===== src/hdl/tar_regs.svh =====
// opcodes, field positions, reset values and ratio divider constants
`ifndef TAR_REGS_SVH
`define TAR_REGS_SVH
`define TAR_OP_CTRL_WR 8'hFF
`define TAR_OP_CTRL_RD 8'h7F
`define TAR_OP_WVR_RD 8'hC4
`define TAR_CTRL_ALARM_ARM_BIT 9
`define TAR_CTRL_TAMPER_ARM_BIT 8
`define TAR_CTRL_RESET 16'h0000
`define TAR_RESULT_RESET 16'h0000
`define TAR_RATIO_FRAC_BITS 7
`define TAR_RATIO_MAX 8'hFF
`define TAR_DIV_STEPS 4'h8
`endif


===== src/hdl/tar_pkg.sv =====
// types shared by the tamper/alarm arm and ratio result block
package tar_pkg;
  typedef struct packed {
    logic valid;
    logic [7:0] opcode;
    logic [15:0] wdata;
  } tar_cmd_t;
  typedef struct packed {
    logic valid;
    logic [15:0] data;
  } tar_rsp_t;
  typedef struct packed {
    logic done;
    logic [15:0] t1_width;
    logic [15:0] t2_width;
    logic [15:0] ideal_half_period;
  } tar_meas_t;
  typedef struct packed {
    logic tick;
    logic [7:0] hours;
    logic [7:0] minutes;
    logic [7:0] alarm_hours;
    logic [7:0] alarm_minutes;
  } tar_rtc_t;
  typedef enum logic [1:0] {
    TAR_DIV_IDLE = 2'b00,
    TAR_DIV_RUN = 2'b01,
    TAR_DIV_DONE = 2'b11
  } tar_div_state_t;
  typedef struct packed {
    tar_div_state_t state;
    logic [3:0] step;
    logic [16:0] rem;
    logic [15:0] den;
    logic [7:0] quot;
  } tar_div_st_t;
endpackage


===== src/hdl/tar_ratio_div.sv =====
// sequential fixed-point ratio divider, 1 integer and 7 fraction bits
`timescale 1ns/1ps
`include "tar_regs.svh"
module tar_ratio_div (
  input wire logic clk,
  input wire logic resetn,
  input wire logic start,
  input wire logic [15:0] num,
  input wire logic [15:0] den,
  output logic done,
  output logic [7:0] ratio
);
  import tar_pkg::*;
  tar_div_st_t st_reg;
  tar_div_st_t st_next;
  logic [16:0] diff;

  // ****************************************************************
  // next state: restoring division, msb (weight 1) first
  // ****************************************************************
  always_comb begin
    st_next = st_reg;
    diff = st_reg.rem - {1'b0, st_reg.den};
    case (st_reg.state)
      TAR_DIV_IDLE: begin
        if (start) begin
          st_next.den = den;
          st_next.rem = {1'b0, num};
          st_next.step = 4'h0;
          st_next.quot = 8'h00;
          // ratios of 2 or more, or a zero width, saturate
          if (den == 16'h0000 || {1'b0, num} >= {den, 1'b0}) begin
            st_next.quot = `TAR_RATIO_MAX;
            st_next.state = TAR_DIV_DONE;
          end else begin
            st_next.state = TAR_DIV_RUN;
          end
        end
      end
      TAR_DIV_RUN: begin
        if (!diff[16]) begin
          st_next.quot = {st_reg.quot[6:0], 1'b1};
          st_next.rem = {diff[15:0], 1'b0};
        end else begin
          st_next.quot = {st_reg.quot[6:0], 1'b0};
          st_next.rem = {st_reg.rem[15:0], 1'b0};
        end
        st_next.step = st_reg.step + 4'h1;
        if (st_reg.step == `TAR_DIV_STEPS - 4'h1) begin
          st_next.state = TAR_DIV_DONE;
        end
      end
      TAR_DIV_DONE: begin
        st_next.state = TAR_DIV_IDLE;
      end
      default: begin
        st_next.state = TAR_DIV_IDLE;
      end
    endcase
  end

  // state register
  always_ff @(posedge clk or negedge resetn) begin
    if (!resetn) begin
      st_reg <= '0;
    end else begin
      st_reg <= st_next;
    end
  end

  assign done = (st_reg.state == TAR_DIV_DONE);
  assign ratio = st_reg.quot;
endmodule


===== src/hdl/tar_bank.sv =====
// tamper/alarm arm control register and upstream wave ratio result
`timescale 1ns/1ps
`include "tar_regs.svh"
// What this block does
// results are read-only to the host, volatile, and never go to flash.
// after reset every result register holds 0000h.
// a tamper on the case switch pin sets the tamper arm bit with its flag, held until a host write of 0.
// bits 7:0 of the wave ratio word hold second pulse width over ideal width.
// the ideal width is half a period of the pulse launch frequency.
// each ratio byte is unsigned fixed point, msb weighs 1, lsb 0.0078125.
// an alarm match sets the alarm arm bit with its flag, held until a host write of 0.
// the alarm match flag rises when the rtc time steps to the alarm setting.
// the tamper event flag rises while the case switch pin is high.
module tar_bank (
  input wire logic clk,
  input wire logic resetn,
  input tar_pkg::tar_cmd_t host_cmd,
  output tar_pkg::tar_rsp_t host_rsp,
  input tar_pkg::tar_meas_t meas,
  input tar_pkg::tar_rtc_t rtc,
  input wire logic case_switch_input,
  output logic tamper_event_flag,
  output logic alarm_match_flag,
  output logic tamper_arm_bit,
  output logic alarm_arm_bit
);
  import tar_pkg::*;

  typedef struct packed {
    logic sw_meta;
    logic sw_sync;
    logic tamper_flag;
    logic alarm_flag;
    logic [15:0] ctrl;
    logic [15:0] upstream_wave_ratio;
    tar_rsp_t rsp;
  } tar_bank_st_t;

  tar_bank_st_t st_reg;
  tar_bank_st_t st_next;
  logic [1:0] div_done;
  logic [7:0] div_ratio [2];
  logic [15:0] div_num [2];
  logic match;
  logic ctrl_wr;

  // ****************************************************************
  // ratio dividers: [1] = t1 / t2 high byte, [0] = t2 / t_ideal low
  // ****************************************************************
  assign div_num[1] = meas.t1_width;
  assign div_num[0] = meas.t2_width;
  genvar gi;
  generate
    for (gi = 0; gi < 2; gi++) begin : g_div
      tar_ratio_div u_div (
        .clk(clk),
        .resetn(resetn),
        .start(meas.done),
        .num(div_num[gi]),
        // ideal width is half the launch period
        .den(gi == 0 ? meas.ideal_half_period : meas.t2_width),
        .done(div_done[gi]),
        .ratio(div_ratio[gi])
      );
    end
  endgenerate

  // alarm compare on the rtc step only
  assign match = rtc.tick && rtc.hours == rtc.alarm_hours
    && rtc.minutes == rtc.alarm_minutes;
  assign ctrl_wr = host_cmd.valid && host_cmd.opcode == `TAR_OP_CTRL_WR;

  // ****************************************************************
  // next state
  // ****************************************************************
  always_comb begin
    st_next = st_reg;
    // pin is asynchronous: two flops before use
    st_next.sw_meta = case_switch_input;
    st_next.sw_sync = st_reg.sw_meta;
    st_next.tamper_flag = st_reg.sw_sync;
    st_next.alarm_flag = match;
    // host writes of 0 clear, 1 leaves alone; set wins over clear
    if (ctrl_wr) begin
      st_next.ctrl = st_reg.ctrl & host_cmd.wdata;
    end
    st_next.ctrl[15:10] = 6'h00;
    st_next.ctrl[7:0] = 8'h00;
    if (st_reg.sw_sync) begin
      st_next.ctrl[`TAR_CTRL_TAMPER_ARM_BIT] = 1'b1;
    end
    if (match) begin
      st_next.ctrl[`TAR_CTRL_ALARM_ARM_BIT] = 1'b1;
    end
    // results only load from the dividers, no host path
    // byte placement and 1.7 format
    if (div_done[1]) begin
      st_next.upstream_wave_ratio[15:8] = div_ratio[1];
    end
    if (div_done[0]) begin
      st_next.upstream_wave_ratio[7:0] = div_ratio[0];
    end
    // read answers one cycle after the opcode
    st_next.rsp.valid = 1'b0;
    st_next.rsp.data = 16'h0000;
    if (host_cmd.valid) begin
      if (host_cmd.opcode == `TAR_OP_CTRL_RD) begin
        st_next.rsp.valid = 1'b1;
        st_next.rsp.data = st_reg.ctrl;
      end else if (host_cmd.opcode == `TAR_OP_WVR_RD) begin
        st_next.rsp.valid = 1'b1;
        st_next.rsp.data = st_reg.upstream_wave_ratio;
      end else if (!ctrl_wr) begin
        st_next.rsp.valid = 1'b1; // unknown opcode reads zero
      end
    end
  end

  // ****************************************************************
  // state register: everything clears at power-on
  // ****************************************************************
  always_ff @(posedge clk or negedge resetn) begin
    if (!resetn) begin
      st_reg <= '0;
      st_reg.ctrl <= `TAR_CTRL_RESET;
      st_reg.upstream_wave_ratio <= `TAR_RESULT_RESET;
    end else begin
      st_reg <= st_next;
    end
  end

  // outputs straight from flops
  assign host_rsp = st_reg.rsp;
  assign tamper_event_flag = st_reg.tamper_flag;
  assign alarm_match_flag = st_reg.alarm_flag;
  assign tamper_arm_bit = st_reg.ctrl[`TAR_CTRL_TAMPER_ARM_BIT];
  assign alarm_arm_bit = st_reg.ctrl[`TAR_CTRL_ALARM_ARM_BIT];
endmodule


===== config.mk =====
export PLATFORM = sky130hd
export DESIGN_NAME = tar_bank
export DESIGN_NICKNAME = d
export VERILOG_FILES = /design/src/hdl/tar_pkg.sv /design/src/hdl/tar_ratio_div.sv /design/src/hdl/tar_bank.sv
export VERILOG_INCLUDE_DIRS = /design/src /design/src/hdl
export SDC_FILE = /design/constraint.sdc
export NUM_CORES = 1
export LEC_CHECK = 0
export BUFFER_PORTS_ARGS = -buffer_cell sky130_fd_sc_hd__buf_2
export CAP_MARGIN = 0
export CORE_MARGIN = 5
export CORE_UTILIZATION = 35
export DETAILED_ROUTE_END_ITERATION = 8
export PLACE_DENSITY_LB_ADDON = 0.2
export SLEW_MARGIN = 20
export SYNTH_ARGS = -nofsm -noshare
export SYNTH_HDL_FRONTEND = slang
export SYNTH_SLANG_ARGS = --single-unit

===== constraint.sdc =====
create_clock -name clk -period 4.85 [get_ports clk]
set_input_delay 1.2125 -clock clk [delete_from_list [all_inputs] [get_ports clk]]
set_output_delay 1.2125 -clock clk [all_outputs]
set_load 0.05 [all_outputs]

After elaboration in Yosys (flattened, before gate mapping)
Index checks and enable logic that the tools add are counted.
{"block": "classes", "addsub": 4, "magnitude_cmp": 2, "eq_ne": 15, "n_mux": 26, "n_bitwise": 1, "n_reduce_logical": 19}
{"cell": "$mux W47", "n": 2}
{"cell": "$pmux W21 S2", "n": 2}
{"cell": "$mux W17", "n": 4}
{"cell": "$ge A16 B17 Y1", "n": 2}
{"cell": "$sub A17 B16 Y17", "n": 2}
{"cell": "$logic_not A16 Y1", "n": 2}
{"cell": "$pmux W8 S2", "n": 2}
{"cell": "$eq A8 B8 Y1", "n": 2}
{"cell": "$eq A8 B8 Y1 const B", "n": 2}
{"cell": "$mux W16", "n": 1}
{"cell": "$mux W8", "n": 2}
{"cell": "$reduce_and A2 Y1", "n": 6}
{"cell": "$and A10 B10 Y10", "n": 1}
{"cell": "$mux W10", "n": 1}
{"cell": "$add A4 B1 Y4 const B", "n": 2}
{"cell": "$eq A4 B3 Y1 const B", "n": 2}
{"cell": "$eq A8 B7 Y1 const B", "n": 1}
{"cell": "$mux W2", "n": 4}
{"cell": "$pmux W2 S2", "n": 2}
{"cell": "$reduce_bool A2 Y1", "n": 4}
{"cell": "$mux W1", "n": 6}
{"cell": "$eq A2 B1 Y1 const B", "n": 2}
{"cell": "$eq A2 B2 Y1 const B", "n": 2}
{"cell": "$logic_not A2 Y1", "n": 2}
{"cell": "4 further kinds", "n": 9}
{"block": "totals", "ff_bits": 133, "output_inout_bits": 21, "wordCells": 87}

Longest topological paths before layout
Gate-level depths: netlist (run 1).
{"block": "depth", "word_depth": 6, "depth_mapped": 13, "ltp_nobuf": 11}

Cells and area by module
A second synthesis (run 1) with hierarchy kept.
{"block": "unflattened", "cells_unflattened": 903, "area_unflattened_um2": 8449.4}
{"module": "tar_ratio_div at g_div[1].u_div", "instances": 1, "cells_each": 395, "area_per_inst_um2": 3420.8, "seq_area_each_um2": 1176.1}
{"module": "tar_ratio_div at g_div[0].u_div", "instances": 1, "cells_each": 376, "area_per_inst_um2": 3319.4, "seq_area_each_um2": 1176.1}
{"module": "tar_bank", "instances": 1, "cells_each": 132, "area_per_inst_um2": 1709.1, "seq_area_each_um2": 975.9}

Worst setup path after synthesis (run 1)
OpenSTA, ideal clock, no wires.
{"block": "synth_timing", "path_kind": "input port to flip-flop", "startpoint": "input port meas[2] in the netlist's numbering", "endpoint": "register g_div[0].u_div.st_reg (netlist bit g_div[0].u_div.ratio[1])", "setup_time_ps": 131, "t_arrival_ps": 2890, "required_ps": 4719, "setup_slack_ps": 1828, "cell_stages": 10, "path_buffers": 1, "path_cell_list": "inv_1 -> ha_1 -> a21o_1 -> o21ai_1 -> a21oi_1 -> o31a_1 -> o41ai_1 -> or3_1 -> clkbuf_1 -> a21oi_1"}
{"block": "synth_between", "elab_chain_cells": 5}
{"element": "start, declared", "line": "tar_bank.sv:19", "source": "input tar_pkg::tar_meas_t meas,"}
{"element": "$ge A16 B17 Y1 / $logic_not A16 Y1 (equally long branches)", "line": "tar_ratio_div.sv:32", "source": "if (den == 16'h0000 || {1'b0, num} >= {den, 1'b0}) begin"}
{"element": "$logic_or A1 B1 Y1 *", "line": "tar_ratio_div.sv:32"}
{"element": "$mux W8 *", "line": "tar_ratio_div.sv:32"}
{"element": "$mux W47 *", "line": "tar_ratio_div.sv:26", "source": "if (start) begin"}
{"element": "$pmux W8 S2 *", "line": "tar_ratio_div.sv:24", "source": "case (st_reg.state)"}
{"element": "end signal, assigned", "line": "tar_ratio_div.sv:67", "source": "st_reg <= st_next;"}
{"element": "end, declared", "line": "tar_ratio_div.sv:14", "source": "tar_div_st_t st_reg;"}
Every way passes the cells marked *; elsewhere a longest branch is shown, timed or not. The select of a mux whose other input is x is not followed.
A chain may end at the register's enable or synchronous reset.

Worst setup path after layout (run 1)
{"block": "layout_timing", "startpoint": "register g_div[1].u_div.st_reg[8] in the netlist's numbering", "endpoint": "register g_div[1].u_div.st_reg (netlist bit g_div[1].u_div.ratio[0])"}
{"block": "layout_between", "elab_chain_cells": 3}
{"element": "start, declared", "line": "tar_ratio_div.sv:14"}
{"element": "start signal, assigned", "line": "tar_ratio_div.sv:67"}
{"element": "$sub A17 B16 Y17", "line": "tar_ratio_div.sv:23", "source": "diff = st_reg.rem - {1'b0, st_reg.den};"}
{"element": "$mux W1", "line": "tar_ratio_div.sv:41", "source": "if (!diff[16]) begin"}
{"element": "$pmux W8 S2", "line": "tar_ratio_div.sv:24"}
No other way between the ends.

==> results by group, run 1 <==
Run status
  • Status: finished, final reports clean

Min path
  • Worst Hold Class: reg2reg

Synthesis
  • Syn Area/Cell: between 9 and 10 µm²
  • Post-synth EDFFs: 0
  • YS warnings: 0
  • Synth unique cells: 75
  • Synth async-reset ratio: 100.0%
  • Yosys reg bits: ~130
  • Gate count of the mapped netlist: 911
  • Register area share after synthesis: about two fifths
  • Post-Syn Nets: between 1,000 and 1,500
  • Mapped Area: between 0.008 and 0.009 mm²
  • Primary FF master, synth: dfrtp_1

Clock network
  • CTS Hold Bufs: 0
  • CTS root buffer: clkbuf_16
  • Cts repair resizes: 0
  • TritonCTS Buffers: 17
  • H-tree levels: 4
  • CTS Sinks: approximately 130
  • # Post-CTS Setup Buffers: 0
  • CTS tree: done
  • Clock Latency Late Sink: roughly 420 ps
  • Clock-pin slew on the worst setup and hold paths: around 60 ps
  • Maximum clock insertion buffer count: 2

Setup path
  • FF-to-FF Start: g_div[1].u_div.st_reg[8]
  • Setup crit start: g_div[1].u_div.st_reg[8]
  • Arr. time, crit path: 3560 ps
  • RR Endpoint: g_div[1].u_div.ratio[0]
  • CP Capture Type: register
  • Critical path launch point type: register
  • CP Class: reg2reg
  • Reg2reg path depth: 11
  • Crit path to: g_div[1].u_div.ratio[0]
  • WP data required: about 5200 ps
  • Top fanout value on the critical path: 10
  • FF-to-FF setup slack: about 1600 ps

Route
  • Remaining DRCs: 0
  • Avg WL per Cell: 16.46 µm
  • DR iter-0 viols: between 300 and 400
  • Drt first pass iters: 4
  • Antenna Nets Post-Route: 0
  • Via density: about 5.1
  • Aggregate routed wire length: ~22,000 µm
  • Vias post-DR: slightly below 7,000

Layout
  • Area Growth Syn to Fin: 15.85%
  • Final #Nets: ~1,200
  • Design Area, Final: just under 0.01 mm²
  • Max reg flops: between 70 and 80
  • Finished Layout Cells: between 1,000 and 1,500
  • N_diodes: 0
  • Share of cells above drive strength 1: between 20% and 30%
  • # fillers: about 2,400

Timing
  • RSZ-0062 raised after global routing: false
  • Final setup vio count: 0
  • Maximum clock rate: 307.5 MHz
  • Setup Skew: 7.916 ps
  • Hold Violations, Final: 0
  • Worst Tran Pin Value: roughly 790 ps
  • Setup TNS: 0 ps
  • Hold slack: about 350 ps
  • Fin. max-slew vios: 0
  • Fin crit share: 67.06%
  • Slew HR: a little under half
  • Final min period: between 3000 and 4000 ps

Place
  • Final GP Congestion: approximately 0.84
  • Placed Area: 0.009295 mm²
  • Placed cells: approximately 1,300
  • Final HPWL DP: ~17,000 µm
  • PortBufs: about 120

Die
  • Initial core utilization: between 30% and 40%
  • I/O pin cnt: around 130
  • Core area: 0.02418 mm²
  • Die Ht: approximately 170 µm
  • Row count: between 50 and 60
  • Die ar.: around 0.028 mm²
  • Die W: 166.2 µm

Global routing
  • Total gr overflow: 0
  • First-pass GRT wire length: between 30,000 and 40,000 µm
  • GRT Overall Usage: about 16%
  • Number of global-route vias before repair: ~6,700
  • Largest net degree at the start of global routing: 86
  • Initial antenna violation count: 0

Power and ir drop
  • Leak pwr: between 4 and 5 nW
  • IR drop worst, VDD: between 0.3 and 0.4 mV
  • Power Dens Cells: ~810 mW/mm²

Run
  • Max_cap viols: 0
cells by family (layout without fill, tap and decap cells):
logic type	Yosys count	count (layout)	share of synthesized area [%]
flops	133	133	38.97
mux	32	32	4.117
xor+xnor	42	42	4.308
compound gates	256	256	19.93
fa+ha+maj	66	66	9.846
simple gates	252	252	15.77
buf+inv	130	231	7.062
worst max-delay path, stage by stage, from the launching register on:
cell and delay [ps]:
dfrtp_1 380, ha_1 240, fa_1 410, nor2b_1 220
o31ai_1 120, a211o_1 330, a21oi_4 210, nor3_1 80
nand3b_1 510, buf_4 380, a22oi_1 200, nand2_1 70
Yosys cell counts, types with 8 or more instances:
cell	count	area, µm²
a211oi_1	13	97.59
and3_1	15	93.84
nor2_1	47	176.4
mux2_2	17	191.4
or3_1	16	100.1
clkbuf_1	35	131.4
buf_4	18	135.1
nand2_1	72	270.3
nor3_1	9	45.04
nor2b_1	18	112.6
a21o_1	14	105.1
o21a_1	8	60.06
ha_1	64	800.8
inv_1	71	266.5
xnor2_1	35	306.5
o21ai_0	83	415.4
a21oi_1	63	315.3
nor4_1	12	75.07
o211ai_1	10	75.07
nand4_1	13	81.33
dfrtp_1	133	3328
nand2b_1	11	68.82
mux2i_1	13	130.1
nand3_2	8	80.08
a31oi_2	9	112.6
worst min-delay path by stage:
stage	start	cells past startpoint	endpoint
after CTS	st_next[51]	0	st_next[50]
after detailed placement	st_next[51]	0	st_next[50]
after global routing	st_next[51]	0	st_next[50]
final	st_next[51]	0	st_next[50]
after global placement	st_next[51]	0	st_next[50]
after floorplan	st_next[51]	0	st_next[50]
final cells by class:
class | count | area (µm²) | area share [%]
clock buffers | 18 | 439.2 | 4.439
clock inverters | 14 | 150.1 | 1.518
inverters | 71 | 266.5 | 2.694
multi-input cells | 648 | 4627 | 46.77
flip-flops and latches | 133 | 3328 | 33.64
well taps | 324 | 405.4 | 4.098
repair buffers | 128 | 676.9 | 6.842
power by group:
part           total (mW)  switching [mW]  internal (mW)
registers            1.96           0.333           1.63
clock network        1.31           0.529          0.776
logic                4.77            2.63           2.14
total                8.04            3.50           4.54
per-stage QoR:
step / utilization, % / worst slack, ps / power, mW
floorplan: - / 1828 / 5.857
global placement: 38.45 / 1220 / 6.695
detailed placement: 38.45 / 1252 / 6.753
CTS: 40.88 / 1578 / 8.113
global route: 40.92 / 1331 / 8.798
finish: 40.92 / 1598 / 8.037
metal layers:
metal  track usage (%)  vias up  part of all wire (%)
met4             4.735        0                   1.8
li1                  -     3391                     -
met2             24.45      157                    44
met3             3.761       26                   4.5
met5                 0        -                     0
met1             23.30     3264                    50
placed cells by master, fill, tap and decap left out, types with 11 or more instances in the layout:
| master | n |
|---|---|
| o21ai_0 | 83 |
| nand2_1 | 72 |
| nor2_1 | 45 |
| ha_1 | 64 |
| nand4_1 | 13 |
| mux2_2 | 17 |
| a21o_1 | 14 |
| mux2i_1 | 13 |
| a211oi_1 | 13 |
| or3_1 | 16 |
| dfrtp_1 | 133 |
| buf_2 | 115 |
| buf_4 | 12 |
| nor2b_1 | 16 |
| nor4_1 | 12 |
| clkbuf_16 | 17 |
| and3_1 | 15 |
| a21oi_1 | 63 |
| xnor2_1 | 35 |
| nand2b_1 | 11 |
| inv_1 | 71 |
Power figures use the tool's default switching activity.
==> run 2: changes to the inputs <==
- ABC_AREA: unset -> 1
- clock period: 4.85 -> 2.85 ns (I/O delays scaled with it)
==> run 2 against run 1 <==
Net effect: clock power grew 71%; worst hold slack lost 200 ps; sequential power is 62% higher; power grew 81%; via count increased by 18%; core utilization up 0.22 points; critical path type unchanged; synthesized area rose by 9.3%.
==> results by group, run 2 <==
Timing
  • Fin. max-slew vios: 0 (unchanged)
  • RSZ-0062 raised after global routing: false (unchanged)
  • Hold Violations, Final: 0 (unchanged)
  • Final setup vio count: 0 (unchanged)
  • Final min period: 2471 ps (was 3252 ps)
  • Worst Tran Pin Value: 692.1 ps (was 785.1 ps)
  • Setup TNS: 0 ps (unchanged)
  • Maximum clock rate: 404.7 MHz (was 307.5 MHz)
  • Slew HR: 53.81% (was 47.66%)
  • Setup Skew: 9.867 ps (was 7.916 ps)
  • Fin crit share: 86.70% (was 67.06%)
  • Final setup margin: 379.0 ps (was 1598 ps)

Clock network
  • Clock Latency Late Sink: 420 ps (about the same)
  • H-tree levels: 4 (unchanged)
  • Clock-pin slew on the worst setup and hold paths: 70 ps (was 60 ps)
  • CTS tree: done (unchanged)
  • Maximum clock insertion buffer count: 2 (unchanged)
  • CTS Hold Bufs: 0 (unchanged)
  • # Post-CTS Setup Buffers: 0 (unchanged)
  • Cts repair resizes: 0 (unchanged)
  • TritonCTS Buffers: 17 (unchanged)
  • CTS root buffer: clkbuf_16 (unchanged)
  • CTS Sinks: 133 (unchanged)

Min path
  • Worst Hold Class: in2async (was reg2reg)

Run
  • Max_cap viols: 0 (unchanged)

Synthesis
  • Primary FF master, synth: dfrtp_1 (unchanged)
  • YS warnings: 0 (unchanged)
  • Synth async-reset ratio: 100.0% (unchanged)
  • Synth unique cells: 50 (was 75)
  • Synth top area share: 35.66% (was 38.97%)
  • Post-synth EDFFs: 0 (unchanged)
  • Gate count of the mapped netlist: 1,278 (was 911)
  • Syn Area/Cell: 7.304 µm² (was 9.374 µm²)
  • Top cells by count, synth: 289 x nand2_1, 224 x inv_1, 133 x dfrtp_1, 121 x nor2_1, 84 x o21ai_0 (was 133 x dfrtp_1, 83 x o21ai_0, 72 x nand2_1, 71 x inv_1, 64 x ha_1)
  • Most common cell in the netlist: nand2_1 (was dfrtp_1)
  • Yosys reg bits: 133 (unchanged)
  • Register area share after synthesis: 35.66% (was 38.97%)
  • Cell taking the most area after synthesis: dfrtp_1 (unchanged)
  • Mapped Area: 0.009334 mm² (was 0.008539 mm²)
  • Synth top area cells: dfrtp_1 36%, nand2_1 12%, inv_1 9.0% (was dfrtp_1 39%, ha_1 9.4%, o21ai_0 4.9%)
  • Post-Syn Nets: 1,454 (was 1,087)

Layout
  • Commonest cells after routing, fill and taps aside: 289 x nand2_1, 224 x inv_1, 133 x dfrtp_1 (was 133 x dfrtp_1, 115 x buf_2, 83 x o21ai_0)
  • Max reg flops: 78 (unchanged)
  • Final #Nets: 1,557 (was 1,175)
  • # fillers: 2,785 (was 2,440)
  • Commonest non-fill, non-tap cell in the layout: nand2_1 (was dfrtp_1)
  • Share of cells above drive strength 1: 18.58% (was 21.64%)
  • Area Growth Syn to Fin: 15.17% (was 15.85%)

Die
  • Core area: 0.02613 mm² (was 0.02418 mm²)
  • Row count: 59 (was 57)
  • Die Ht: 173.3 µm (was 166.2 µm)
  • I/O pin cnt: 131 (unchanged)
  • Die ar.: 0.03003 mm² (was 0.02762 mm²)
  • Initial core utilization: 35.72% (was 35.32%)
  • Die W: 173.3 µm (was 166.2 µm)

Power and ir drop
  • Power Dens Cells: 1353 mW/mm² (was 812.4 mW/mm²)
  • IR drop worst, VDD: 0.5749 mV (was 0.3828 mV)
  • Leak pwr: 5.847 nW (was 4.609 nW)

Setup path
  • Worst path slowest cell: fa_1 (was nand3b_1)
  • FF-to-FF Start: g_div[0].u_div.st_reg[8] (was g_div[1].u_div.st_reg[8])
  • Top fanout value on the critical path: 17 (was 10)
  • WP data required: 3200 ps (was 5160 ps)
  • Arr. time, crit path: 2820 ps (was 3560 ps)
  • Setup crit start: g_div[0].u_div.st_reg[8] (was g_div[1].u_div.st_reg[8])
  • Critical path launch point type: register (unchanged)
  • CP Class: reg2reg (unchanged)
  • CP Capture Type: register (unchanged)
  • Critical-path cell list: ha_1 > fa_1 > inv_1 > nand3_1 > nand2_1 > nand2_1 > nand2_2 > nand2_2 > nand2_2 > nand2_2 > nand2_4 > nand2_2 > nand2_1 > nand2_1 > a21oi_1 (was ha_1 > fa_1 > nor2b_1 > o31ai_1 > a211o_1 > a21oi_4 > nor3_1 > nand3b_1 > buf_4 > a22oi_1 > nand2_1)
  • CP dominant cell by count: nand2_2
  • CP max stage delay: 410 ps (was 510 ps)

Route
  • Remaining DRCs: 0 (unchanged)
  • Vias post-DR: 8,067 (was 6,838)
  • Drt first pass iters: 5 (was 4)
  • Avg WL per Cell: 14.00 µm (was 16.46 µm)
  • DR iter-0 viols: 370 (was 353)
  • Via density: 4.663 (was 5.118)
  • Aggregate routed wire length: 24,220 µm (was 21,980 µm)
  • Antenna Nets Post-Route: 0 (unchanged)

Place
  • Dpl ws: 184.4 ps (was 1252 ps)
  • Final GP Congestion: 0.8699 (was 0.8365)
  • PortBufs: 116 (unchanged)
  • Final HPWL DP: 19,060 µm (was 16,500 µm)

Global routing
  • Total gr overflow: 0 (unchanged)
  • Largest net degree at the start of global routing: 78 (was 86)
  • First-pass GRT wire length: 40,330 µm (was 36,500 µm)
  • Number of global-route vias before repair: 7,895 (was 6,729)
  • Initial antenna violation count: 1 (was 0)
  • GRT Overall Usage: 16.32% (was 16.22%)

Run status
  • Status: finished, final reports clean (unchanged)
-- run 2: cell types whose count changed after synthesis, sizes merged, moves of 19 or more --
cell	change
nand2	+254
inv	+158
nor2	+76
nand3	+57
a21oi	+36
xnor2	-33
clkbuf	-20
nor2b	-19
-- run 2: final timing paths --
kind / endpoint / slack, ps / depth (start not counted)
max: g_div[0].u_div.st_reg[38] / 380 / 15
min: host_rsp[2] / 150 / 1
max reg2reg: g_div[0].u_div.st_reg[38] / 380 / 15
min reg2reg: st_next[50] / 350 / 0
max in group asynchronous: g_div[1].u_div.st_reg[37] / 1980 / 2
min in group clk: st_next[50] / 350 / 0
-- run 2: cells by family (layout without fill, tap and decap cells) --
family | count (synthesis) | after routing | share of synthesized area [%]
buf+inv | 276 | 392 | 12.49
mux | 2 | 2 | 0.2413
xor+xnor | 20 | 20 | 1.877
flops | 133 | 133 | 35.66
fa+ha+maj | 66 | 66 | 9.008
other cells | 0 | 1 | 0
simple gates | 576 | 576 | 28.22
compound gates | 205 | 205 | 12.51
-- run 2: through the flow --
stage | instance area, µm² | power (mW) | util (%) | hold slack [ps] | cells
2_1_floorplan | 9334 | 10.64 | - | 331.2 | 1278
3_3_place_gp | 10160 | 12.30 | 38.87 | 344.6 | 1697
3_5_place_dp | 10160 | 12.38 | 38.87 | 335.8 | 1697
4_1_cts | 10750 | 14.70 | 41.13 | 145.6 | 1729
5_1_grt | 10750 | 16.10 | 41.14 | 152.7 | 1730
6_report | 10750 | 14.55 | 41.14 | 152.3 | 1730
-- run 2: cell type report --
cell class	count	area, µm²	share of cell area, %
repair buffers	130	704.4	6.553
well taps	335	419.2	3.899
diodes	1	2.502	0.02328
multi-input cells	869	4842	45.04
inverters	230	863.3	8.031
clock inverters	13	137.6	1.280
clock buffers	19	452.9	4.213
flip-flops and latches	133	3328	30.96
-- run 2: critical path: cells and delay by family, from the launching register on --
family	cells	cell delay, ps
compound gates	1	120
fa+ha+maj	2	640
buf+inv	1	90
flops	1	390
simple gates	11	1140
-- run 2: report_power, final --
group          internal, mW  switching [mW]
registers              2.72           0.450
logic                  3.27            5.87
clock network          1.28           0.957
total                  7.27            7.28
-- run 2: routing by layer --
metal / GRT usage [%] / routed length [µm] / share of wire (%)
met4: 4.024 / 365 / 1.5
met1: 22.01 / 11420 / 47
met5: 0 / 0 / 0
met3: 2.530 / 928 / 3.8
met2: 27.57 / 11510 / 48
